**config.mk**
```make
export PLATFORM = sky130hd
export DESIGN_NAME = dfs_status_top
export DESIGN_NICKNAME = d
export VERILOG_FILES = /design/src/logic/dfs_pkg.sv /design/src/logic/dfs_speed_if.sv /design/src/logic/dfs_speed_cmp.sv /design/src/logic/dfs_status_top.sv
export SDC_FILE = /design/constraint.sdc
export NUM_CORES = 1
export LEC_CHECK = 0
export BUFFER_PORTS_ARGS = -buffer_cell sky130_fd_sc_hd__buf_2
export CAP_MARGIN = 25
export CORE_MARGIN = 1.5
export CORE_UTILIZATION = 30
export CTS_CLUSTER_DIAMETER = 40
export DETAILED_ROUTE_END_ITERATION = 10
export PLACE_DENSITY_LB_ADDON = 0.08
export SKIP_CTS_REPAIR_TIMING = 1
export SLEW_MARGIN = 40
export SYNTH_ARGS = -nofsm -noshare
export SYNTH_HDL_FRONTEND = slang
export SYNTH_SLANG_ARGS = --single-unit
export TNS_END_PERCENT = 10
```
**constraint.sdc**
```tcl
create_clock -name clk_i -period 2.87 [get_ports clk_i]
set_clock_uncertainty 0.2 [all_clocks]
set_input_delay 0.861 -clock clk_i [delete_from_list [all_inputs] [get_ports clk_i]]
set_output_delay 0.861 -clock clk_i [all_outputs]
set_load 0.01 [all_outputs]
```
**src/logic/dfs_pkg.sv**
```systemverilog
// Constants and types shared by the fieldbus status/control word block
package dfs_pkg;

	localparam int WORD_W = 16;

	// Status word bit positions
	localparam int ST_RDY_ON   = 0;
	localparam int ST_RDY_RUN  = 1;
	localparam int ST_RUNNING  = 2;
	localparam int ST_FAULT    = 3;
	localparam int ST_NO_COAST = 4;
	localparam int ST_NO_QUICK = 5;
	localparam int ST_INHIBIT  = 6;
	localparam int ST_WARN     = 7;
	localparam int ST_AT_REF   = 8;
	localparam int ST_REMOTE   = 9;
	localparam int ST_ABOVE    = 10;
	localparam int ST_SPARE_LO = 11;
	localparam int ST_SPARE_HI = 14;
	localparam int ST_WDOG     = 15;

	// Full control word bit positions
	localparam int CW_ON    = 0;
	localparam int CW_COAST = 1;
	localparam int CW_QUICK = 2;
	localparam int CW_WDOG  = 11;

	// Simplified command word bit positions
	localparam int SC_START = 0;
	localparam int SC_DIR   = 1;
	localparam int SC_RESET = 2;

	// Reset values: drive starts inhibited, coast and quick stop asserted
	localparam logic [WORD_W-1:0] STATUS_RST = 16'h0040;
	localparam logic [WORD_W-1:0] CTRL_RST   = 16'h0000;
	localparam logic [WORD_W-1:0] SIMPLE_RST = 16'h0000;
	localparam logic [3:0]        SPARE_ZERO = 4'h0;

	typedef logic [WORD_W-1:0] dfs_word_t;

	typedef struct packed {
		dfs_word_t ctrl;
		dfs_word_t simple;
		logic      inhibit;
		logic      armed;
		logic      freset;
		dfs_word_t stat;
	} dfs_top_s;

	function automatic dfs_word_t dfs_abs_diff(input dfs_word_t a, input dfs_word_t b);
		dfs_abs_diff = (a >= b) ? dfs_word_t'(a - b) : dfs_word_t'(b - a);
	endfunction

endpackage

```
**src/logic/dfs_speed_if.sv**
```systemverilog
// Speed comparison signals between the status block and its comparator
`timescale 1ns/10ps
interface dfs_speed_if;
	import dfs_pkg::*;
	dfs_word_t actual;
	dfs_word_t target;
	dfs_word_t tolerance;
	dfs_word_t limit;
	logic      at_ref;
	logic      above;

	modport cmp  (input actual, input target, input tolerance, input limit,
	              output at_ref, output above);
	modport user (output actual, output target, output tolerance, output limit,
	              input at_ref, input above);
endinterface

```
**src/logic/dfs_speed_cmp.sv**
```systemverilog
// Combinational speed-at-reference and above-limit comparator
`timescale 1ns/10ps
module dfs_speed_cmp
	import dfs_pkg::*;
(
	dfs_speed_if.cmp spd
);

	always_comb begin
		// Inclusive tolerance band so a zero tolerance still matches exact equality
		spd.at_ref = (dfs_abs_diff(spd.actual, spd.target) <= spd.tolerance);
		// Equal to the limit counts as not above
		spd.above  = (spd.actual > spd.limit);
	end

endmodule // dfs_speed_cmp

```
**src/logic/dfs_status_top.sv**
```systemverilog
// Fieldbus status word generator and simplified control word decoder
`timescale 1ns/10ps
module dfs_status_top
	import dfs_pkg::*;
(
	input  wire logic      clk_i,
	input  wire logic      rst_n_i,
	// Full control word from the fieldbus master
	input  wire dfs_word_t ctrl_word_i,
	input  wire logic      ctrl_wr_i,
	// Simplified command word from the fieldbus master
	input  wire dfs_word_t simple_command_word_i,
	input  wire logic      simple_command_wr_i,
	// Drive condition inputs
	input  wire logic      supply_on_i,
	input  wire logic      electronics_init_i,
	input  wire logic      contactor_open_i,
	input  wire logic      pulses_inhibited_i,
	input  wire logic      ready_run_i,
	input  wire logic      modulating_i,
	input  wire logic      flux_ready_i,
	input  wire logic      brake_fb_used_i,
	input  wire logic      brake_open_i,
	input  wire logic      fault_active_i,
	input  wire logic      warning_i,
	input  wire logic      remote_control_granted_i,
	input  wire dfs_word_t speed_actual_i,
	input  wire dfs_word_t speed_target_i,
	input  wire dfs_word_t speed_tolerance_i,
	input  wire dfs_word_t speed_threshold_setting_i,
	// Outputs
	output dfs_word_t      drive_state_report_word_o,
	output logic           run_cmd_o,
	output logic           ccw_o,
	output logic           fault_reset_o
);

	dfs_speed_if spd ();
	dfs_top_s    s_q;
	dfs_top_s    s_d;
	logic        coast_clr;
	logic        quick_clr;

	assign spd.actual    = speed_actual_i;
	assign spd.target    = speed_target_i;
	assign spd.tolerance = speed_tolerance_i;
	assign spd.limit     = speed_threshold_setting_i;

	dfs_speed_cmp u_cmp (
		.spd (spd.cmp)
	);

	////////////////////////////////////////////////////////////////////////////

	// Coast and quick stop control word bits are active-low stop requests
	assign coast_clr = s_q.ctrl[CW_COAST];
	assign quick_clr = s_q.ctrl[CW_QUICK];

	always_comb begin
		s_d        = s_q;
		s_d.freset = 1'b0;
		if (ctrl_wr_i) begin
			s_d.ctrl = ctrl_word_i;
		end
		if (simple_command_wr_i) begin
			// Only b0..b2 matter; upper bits are stored but steer nothing
			s_d.simple = simple_command_word_i;
			// A rewrite of a steady 1 must not retrigger the reset
			s_d.freset = simple_command_word_i[SC_RESET] & ~s_q.simple[SC_RESET];
		end

		// Entry into inhibit wins over any release in the same cycle
		if (fault_active_i || !coast_clr || !quick_clr) begin
			s_d.inhibit = 1'b1;
			s_d.armed   = 1'b0;
		end else if (s_q.inhibit) begin
			if (!s_q.ctrl[CW_ON]) begin
				s_d.armed = 1'b1;
			end else if (s_q.armed) begin
				s_d.inhibit = 1'b0;
				s_d.armed   = 1'b0;
			end
		end

		s_d.stat              = '0;
		s_d.stat[ST_RDY_ON]   = supply_on_i & electronics_init_i
		                        & contactor_open_i & pulses_inhibited_i;
		s_d.stat[ST_RDY_RUN]  = ready_run_i;
		s_d.stat[ST_RUNNING]  = modulating_i & flux_ready_i
		                        & (~brake_fb_used_i | brake_open_i);
		s_d.stat[ST_FAULT]    = fault_active_i;
		s_d.stat[ST_NO_COAST] = coast_clr;
		s_d.stat[ST_NO_QUICK] = quick_clr;
		s_d.stat[ST_INHIBIT]  = s_d.inhibit;
		s_d.stat[ST_WARN]     = warning_i;
		s_d.stat[ST_AT_REF]   = spd.at_ref;
		s_d.stat[ST_REMOTE]   = remote_control_granted_i;
		s_d.stat[ST_ABOVE]    = spd.above;
		// Echo only; missing-pulse supervision lives in the drive's fault logic
		s_d.stat[ST_WDOG]     = s_q.ctrl[CW_WDOG];
	end

	always_ff @(posedge clk_i or negedge rst_n_i) begin
		if (!rst_n_i) begin
			s_q.ctrl    <= CTRL_RST;
			s_q.simple  <= SIMPLE_RST;
			s_q.inhibit <= 1'b1;
			s_q.armed   <= 1'b0;
			s_q.freset  <= 1'b0;
			s_q.stat    <= STATUS_RST;
		end else begin
			s_q <= s_d;
		end
	end

	assign drive_state_report_word_o = s_q.stat;
	assign run_cmd_o                 = s_q.simple[SC_START];
	assign ccw_o                     = s_q.simple[SC_DIR];
	assign fault_reset_o             = s_q.freset;
endmodule // dfs_status_top
```
# Yosys cells after proc, flatten, opt, wreduce, memory -nomap -nowiden
# Cells that the tools add are included.
[classes] n_bitwise=9 addsub=2 n_lt_le_gt_ge=3 mux=7 n_reduce_logical=5
[ops] op="16-bit subtractor" n=2
[ops] op="16-bit >= comparator" n=1
[ops] op="16-bit > comparator" n=1
[ops] op="16-bit less-or-equal comparator" n=1
[ops] op="16-bit two-way mux" n=1
[ops] op="1-bit AND" n=6
[ops] op="2-bit two-way mux" n=3
[ops] op="1-bit two-way mux" n=3
[ops] op="1-bit zero test" n=2
[ops] op="1-bit logical OR" n=2
[ops] op="1-bit inverter" n=2
[ops] op="2-bit nonzero test" n=1
[ops] op="1-bit OR" n=1
[word_totals] inputBits=112 ff_bits=30

# Logic depth before layout (Yosys ltp)
# Gate-level depths: netlist of the first run.
[logic_depth] depth_word=4 ltp_mapped=18 depth_no_buf=17

# Hierarchy
# Synthesis of the first run repeated with hierarchy kept, for this count alone.
[hier_totals] cells_unflattened=386 area_unflattened_um2=3244.4
[by_module_without_submodules] module="dfs_speed_cmp" area_per_inst_um2=2452.4 cells_per_inst=328 instances=1 seq_area_each_um2=0.0
[by_module_without_submodules] module="dfs_status_top" area_per_inst_um2=792.0 cells_per_inst=58 instances=1 seq_area_each_um2=526.8

# Worst setup path after synthesis of the first run
# No wires, ideal clock.
[synth_path] path_type="input to register" start="in speed_actual_i[11]" end="reg s_q (netlist bit drive_state_report_word_o[8])" setup_slack_ns=-0.934 arrival_ns=3.522 required_time_ns=2.588 cell_stages=16 setup_ns=0.082 cell_sequence="inv_1 > ha_1 > buf_2 > nand2_1 > o21ai_0 > a211oi_2 > a21oi_2 > buf_2 > mux2_2 > ha_1 > nor2b_1 > o21a_1 > o21a_1 > o21ai_0 > a21oi_1 > o22ai_1"
[synth_rtl] item="start, declared" line="dfs_status_top.sv:27" text="input wire dfs_word_t speed_actual_i,"
[synth_rtl] item="end, declared" line="dfs_status_top.sv:39" text="dfs_top_s s_q;"

==> flow_metrics.py, run 1 <==
metrics = {
    "global_routing": {
        "grt_pass1_wl_microns": 14220,
        "grt_antenna_before_repair": 0,
        "grt_pass1_vias": 3246,
        "grt_max_degree": 22,
        "grt-ovfl-total": 0,
        "grtUsageTotal_pct": 15.26,
    },
    "worst_setup_path": {
        "cpMaxStageDelayCell": "fa_2",
        "crit_type": "primary input to register",
        "cp-start-kind": "primary input",
        "crit_chain": "buf_6 > buf_6 > ha_4 > inv_2 > fa_2 > nand3_2 > nand3_2 > a22oi_2 > a21oi_2 > buf_6 > buf_4 > nor3_4 > a21oi_2 > xor2_1 > ha_2 > nand4_1 > or2_4 > a21oi_1 > o22ai_1",
        "crit_required_ns": 2.81,
        "path_max_fanout": 7,
        "r2r_slack_ns": 1.77,
        "endpoint_kind": "register",
        "critPathMaxStageDelay_ns": 0.39,
        "cp_data_arrival_time_ns": 3.63,
        "cpMostUsedCell": "buf_6",
    },
    "placed_design": {
        "gp_congestion": 0.8283,
        "post-place-cells": 699,
        "dp.final_hpwl_microns": 7454,
        "place_ws_ns": -1.216,
        "io_buffers": 101,
    },
    "sta": {
        "max_freq_mhz": 271.1,
        "hold_viol": 0,
        "setup_tns_ns": -0.8190,
        "rsz0062_at_grt": "true",
        "final_max_slew_viol_count": 0,
        "setup_violations": 1,
        "min_period_ns": 3.689,
        "setup_ws_ns": -0.8190,
        "fin_crit_sh_pct": 128.5,
    },
    "yosys": {
        "yosysSeqAreaShare_pct": 16.59,
        "synth-async-reset-ratio_pct": 100.0,
        "synth.area.top_cells": "ha_1 25%, dfrtp_1 16%, inv_1 8.5%",
        "yosys.area.top_type_share_pct": 24.83,
        "avgSynthCellArea_sq_um": 7.896,
        "post_synth_num_cell_types": 46,
        "synthFlopType": "dfrtp_1",
        "synth_top_area_cell": "ha_1",
        "synth_edf_count": 0,
        "syn-cell-area_sq_mm": 0.003174,
        "synth_seq_cells": 21,
        "synth_warnings": 0,
        "syn_inst": 402,
    },
    "cells_and_area": {
        "antenna_cells": 0,
        "area_growth_pct": 46.87,
        "layout_commonest_cell": "buf_2",
        "regArea_sq_um": 526.8,
        "drive_gt1_share_pct": 43.16,
        "multi_input_area_sq_mm": 0.002439,
        "mostFrequentLayoutCells": "99 x buf_2, 86 x buf_4, 69 x inv_1",
        "instances_no_fill": 706,
        "n_fill_cell": 1097,
        "num-nets-final": 748,
    },
    "clock_tree": {
        "clk_pin_slew_ns": 0.07,
        "root_buffer": "clkbuf_8",
        "numCtsBuffers": 3,
        "clock_path_buffers": 2,
        "cts_tree": "done",
        "htree_num_levels": 1,
        "clock_latency_ns": 0.25,
        "clock-sinks": 21,
    },
    "floorplan": {
        "initial_core_util_pct": 30.89,
        "dieArea_sq_mm": 0.01121,
        "ioPinCount": 131,
        "fp.dieH_microns": 105.9,
        "fp.dieW_microns": 105.9,
        "coreArea_sq_mm": 0.01028,
        "num_rows": 37,
    },
    "routing": {
        "drt_drc_violations_left": 0,
        "first_iter_violations": 83,
        "vias": 3187,
        "dr.pass1.iters": 4,
        "drt_wl_total_microns": 8429,
        "wl_per_cell_microns": 11.94,
        "viasPerCell": 4.514,
        "ant_nets": 0,
    },
    "power": {
        "pwr_density_cell_mw_per_mm2": 311.1,
        "p_leak_uw": 0.002577,
        "vdd_drop_max_v": 0.0001752,
    },
    "run": {
        "maxCapViolCount": 0,
    },
    "hold_path": {
        "hold_path.class": "register to register",
    },
    "status": {
        "outcome": "finished with violations",
        "violations": "negative setup slack",
    },
}
-- synthesized netlist by cell type (5+ instances only) --
cell type	number
o21ai_0	18
buf_4	18
a21o_1	23
inv_1	72
nand4_1	13
xnor2_1	8
xor2_1	6
mux2_2	6
ha_1	63
a21oi_1	44
nand3_1	5
mux2i_1	5
nor2b_1	6
nand2_1	19
nor2_1	14
buf_2	8
dfrtp_1	20
-- critical path, delay by kind of cell --
kind | cells | cell delay, ns
AO/OA/AOI/OAI | 5 | 0.59
buffers and inverters | 5 | 0.52
AND/OR/NAND/NOR | 5 | 0.70
adder cells (fa/ha/maj) | 3 | 0.84
XOR/XNOR | 1 | 0.15
-- sequential cells by signal (all words and copies together) (netlist names) --
signal / count
drive_state_report_word_o: 12
s_q: 3
ccw_o: 1
coast_clr: 1
fault_reset_o: 1
quick_clr: 1
run_cmd_o: 1
s_d: 1
-- cells by family after synthesis --
family / synth area share [%]
flops: 16.59
mux: 3.705
buf+inv: 14.98
other cells: 0.1181
xor+xnor: 3.863
compound gates: 23.45
fa+ha+maj: 26.09
simple gates: 11.19
-- layout make-up --
type                       instances  share of cell area [%]
multi-input combinational        282                   52.31
timing repair buffer             191                   25.93
sequential                        21                   11.30
inverter                          72                   5.851
tap                              136                   3.650
clock buffer                       4                  0.9662
-- per-stage QoR --
stage	hold WS, ns	util (%)	area, sq um	total power (uW)
global route	0.2017	45.36	4662	1594
finish	0.1797	45.36	4662	1451
CTS	0.1813	43.28	4448	1398
floorplan	0.1501	-	3311	892.9
detailed placement	0.1655	42.84	4403	1206
global placement	0.1581	42.84	4403	1193
-- path summary, 6_finish.rpt --
| path | depth (start not counted) | from | to |
|---|---|---|---|
| worst max-delay path | 19 | speed_target_i[0] | drive_state_report_word_o[8] |
| worst min-delay path | 0 | s_d[15] | drive_state_report_word_o[15] |
| worst max register to register | 2 | drive_state_report_word_o[6] | s_q[17] |
| worst min register to register | 0 | s_d[15] | drive_state_report_word_o[15] |
| max in group asynchronous | 1 | rst_n_i | drive_state_report_word_o[6] |
| min in group asynchronous | 1 | rst_n_i | drive_state_report_word_o[4] |
-- metal layers --
layer / GRT usage [%] / share of wire, % / vias to the layer above
li1: - / - / 1691
met1: 21.24 / 50 / 1418
met2: 26.11 / 45 / 74
met3: 1.361 / 4.2 / 4
met4: 2.124 / 0.42 / 0
met5: 0 / 0 / -
-- power by group --
group | switching, uW | internal (uW)
combinational | 452 | 482
sequential | 9.59 | 323
clock | 85.2 | 98.6
total | 547 | 904
(Power assumes the default switching activity.)
==> inputs of run 2 (changes only) <==
--- a/config.mk
+++ b/config.mk
@@ -7,8 +7,7 @@
 export LEC_CHECK = 0
 export BUFFER_PORTS_ARGS = -buffer_cell sky130_fd_sc_hd__buf_2
 export CAP_MARGIN = 25
-export CORE_MARGIN = 1.5
-export CORE_UTILIZATION = 30
+export CORE_UTILIZATION = 45
 export CTS_CLUSTER_DIAMETER = 40
 export DETAILED_ROUTE_END_ITERATION = 10
 export PLACE_DENSITY_LB_ADDON = 0.08
==> constraint.sdc (replaced) <==
create_clock -name clk_i -period 3.1 [get_ports clk_i]
set_clock_uncertainty 0.2 [all_clocks]
set_input_delay 0.93 -clock clk_i [delete_from_list [all_inputs] [get_ports clk_i]]
set_output_delay 0.93 -clock clk_i [all_outputs]
set_load 0.01 [all_outputs]
==> flow_metrics.py, run 2 (synthesized netlist as in run 1, its figures left out) <==
metrics = {
    "global_routing": {
        "grt_pass1_vias": 3042,
        "grtUsageTotal_pct": 20.70,
        "grt-ovfl-total": 0,
        "grt_max_degree": 22,
        "grt_antenna_before_repair": 0,
        "grt_pass1_wl_microns": 12770,
    },
    "cells_and_area": {
        "area_growth_pct": 45.45,
        "drive_gt1_share_pct": 42.78,
        "num-nets-final": 746,
        "post-route-util_pct": 67.96,
        "antenna_cells": 0,
        "n_fill_cell": 592,
        "layout_commonest_cell": "buf_2",
        "largest_reg_flops": 12,
        "mostFrequentLayoutCells": "99 x buf_2, 84 x buf_4, 69 x inv_1",
    },
    "floorplan": {
        "dieArea_sq_mm": 0.007394,
        "ioPinCount": 131,
        "initial_core_util_pct": 46.72,
        "fp.dieW_microns": 85.99,
        "num_rows": 30,
        "fp.dieH_microns": 85.99,
        "coreArea_sq_mm": 0.006794,
    },
    "sta": {
        "fin_crit_sh_pct": 122.2,
        "setup_ws_ns": -0.6888,
        "rsz0062_at_grt": "true",
        "max_freq_mhz": 263.9,
        "whs_ns": 0.1806,
        "setup_violations": 1,
        "min_period_ns": 3.789,
        "final_max_slew_viol_count": 0,
        "hold_viol": 0,
    },
    "routing": {
        "ant_nets": 0,
        "wl_per_cell_microns": 11.92,
        "dr.pass1.iters": 4,
        "drt_drc_violations_left": 0,
        "first_iter_violations": 110,
        "viasPerCell": 4.870,
        "vias": 3234,
        "drt_wl_total_microns": 7914,
    },
    "worst_setup_path": {
        "cp-start-kind": "primary input",
        "crit_path_end": "drive_state_report_word_o[8]",
        "cp_data_arrival_time_ns": 3.76,
        "worstRegToRegCells": 2,
        "endpoint_kind": "register",
        "cp-startpoint": "speed_target_i[0]",
        "r2r_slack_ns": 2.01,
        "crit_required_ns": 3.07,
        "crit_type": "primary input to register",
        "worstReg2RegStart": "drive_state_report_word_o[6]",
        "path_max_fanout": 6,
        "r2r_end": "s_q[17]",
    },
    "placed_design": {
        "place_ws_ns": -0.9985,
        "dp.final_hpwl_microns": 6629,
        "gp_congestion": 0.8511,
        "io_buffers": 101,
    },
    "clock_tree": {
        "clock_latency_ns": 0.25,
        "numCtsBuffers": 3,
        "root_buffer": "clkbuf_8",
        "clock-sinks": 21,
        "cts_tree": "done",
        "htree_num_levels": 1,
        "clock_path_buffers": 2,
        "clk_pin_slew_ns": 0.07,
    },
    "power": {
        "vdd_drop_max_v": 0.0001638,
        "fin_total_pwr_uw": 1340,
        "p_leak_uw": 0.002569,
        "pwr_density_cell_mw_per_mm2": 290.2,
    },
    "status": {
        "outcome": "finished with violations",
        "violations": "negative setup slack",
    },
    "run": {
        "maxCapViolCount": 0,
    },
    "hold_path": {
        "hold_path.class": "register to register",
    },
}
-- run 2: cell count changes in the layout (fill, tap and decap cells not counted), moves of 2 or more --
cell / before / now
a21oi_1: 35 / 37
a21oi_2: 10 / 8
buf_4: 86 / 84
buf_6: 6 / 3
clkbuf_16: 0 / 2
-- run 2: power breakdown --
group          switching, uW  internal (uW)  total [uW]
Clock                   77.8           91.2         169
Combinational            414            450         864
Sequential              7.92            299         307
Total                    500            840        1340
-- run 2: layer usage --
metal | global-route usage [%] | routed length [microns] | share of wire (%) | vias up
met3 | 0.9625 | 305 | 3.9 | 2
li1 | - | - | - | 1694
met2 | 37.95 | 3933 | 50 | 75
met1 | 27.72 | 3669 | 46 | 1463
met5 | 0 | 0 | 0 | -
met4 | 1.818 | 6 | 0.076 | 0
-- run 2: area by class of cell --
class	instances	area [sq um]	share of cell area [%]
clock buffer	4	45.04	0.9756
inverter	72	272.8	5.908
multi-input combinational	282	2422	52.47
sequential	21	526.8	11.41
tap	96	120.1	2.602
timing repair buffer	189	1230	26.64
-- run 2: metrics by stage --
step	cells	TNS (ns)	instance area, sq um
4_1_cts	658	-0.7402	4373
6_report	664	-0.6888	4617
5_1_grt	664	-0.8071	4617
3_5_place_dp	654	-0.9985	4328
2_1_floorplan	405	-0.5679	3311
3_3_place_gp	654	-0.9971	4328
-- run 2: worst min path at each step --
stage               startpoint                       endpoint  cells past startpoint
global placement       s_d[15]  drive_state_report_word_o[15]                      0
detailed placement     s_d[15]  drive_state_report_word_o[15]                      0
global route           s_d[15]  drive_state_report_word_o[15]                      0
floorplan              s_d[15]  drive_state_report_word_o[15]                      0
finish                 s_d[15]  drive_state_report_word_o[15]                      0
CTS                    s_d[15]  drive_state_report_word_o[15]                      0
-- run 2: worst max-delay path: stages --
cell      delay [ns]
buf_6           0.07
buf_6           0.09
ha_4            0.13
inv_2           0.04
fa_2            0.39
nand3_2         0.09
nand3_2         0.09
a22oi_2         0.24
a21oi_4         0.14
buf_12          0.16
o311ai_4        0.06
o31ai_4         0.12
xnor2_1         0.14
ha_1            0.32
a21o_1          0.18
a21o_1          0.17
a21oi_2         0.13
o21ai_1         0.09
o22ai_1         0.16
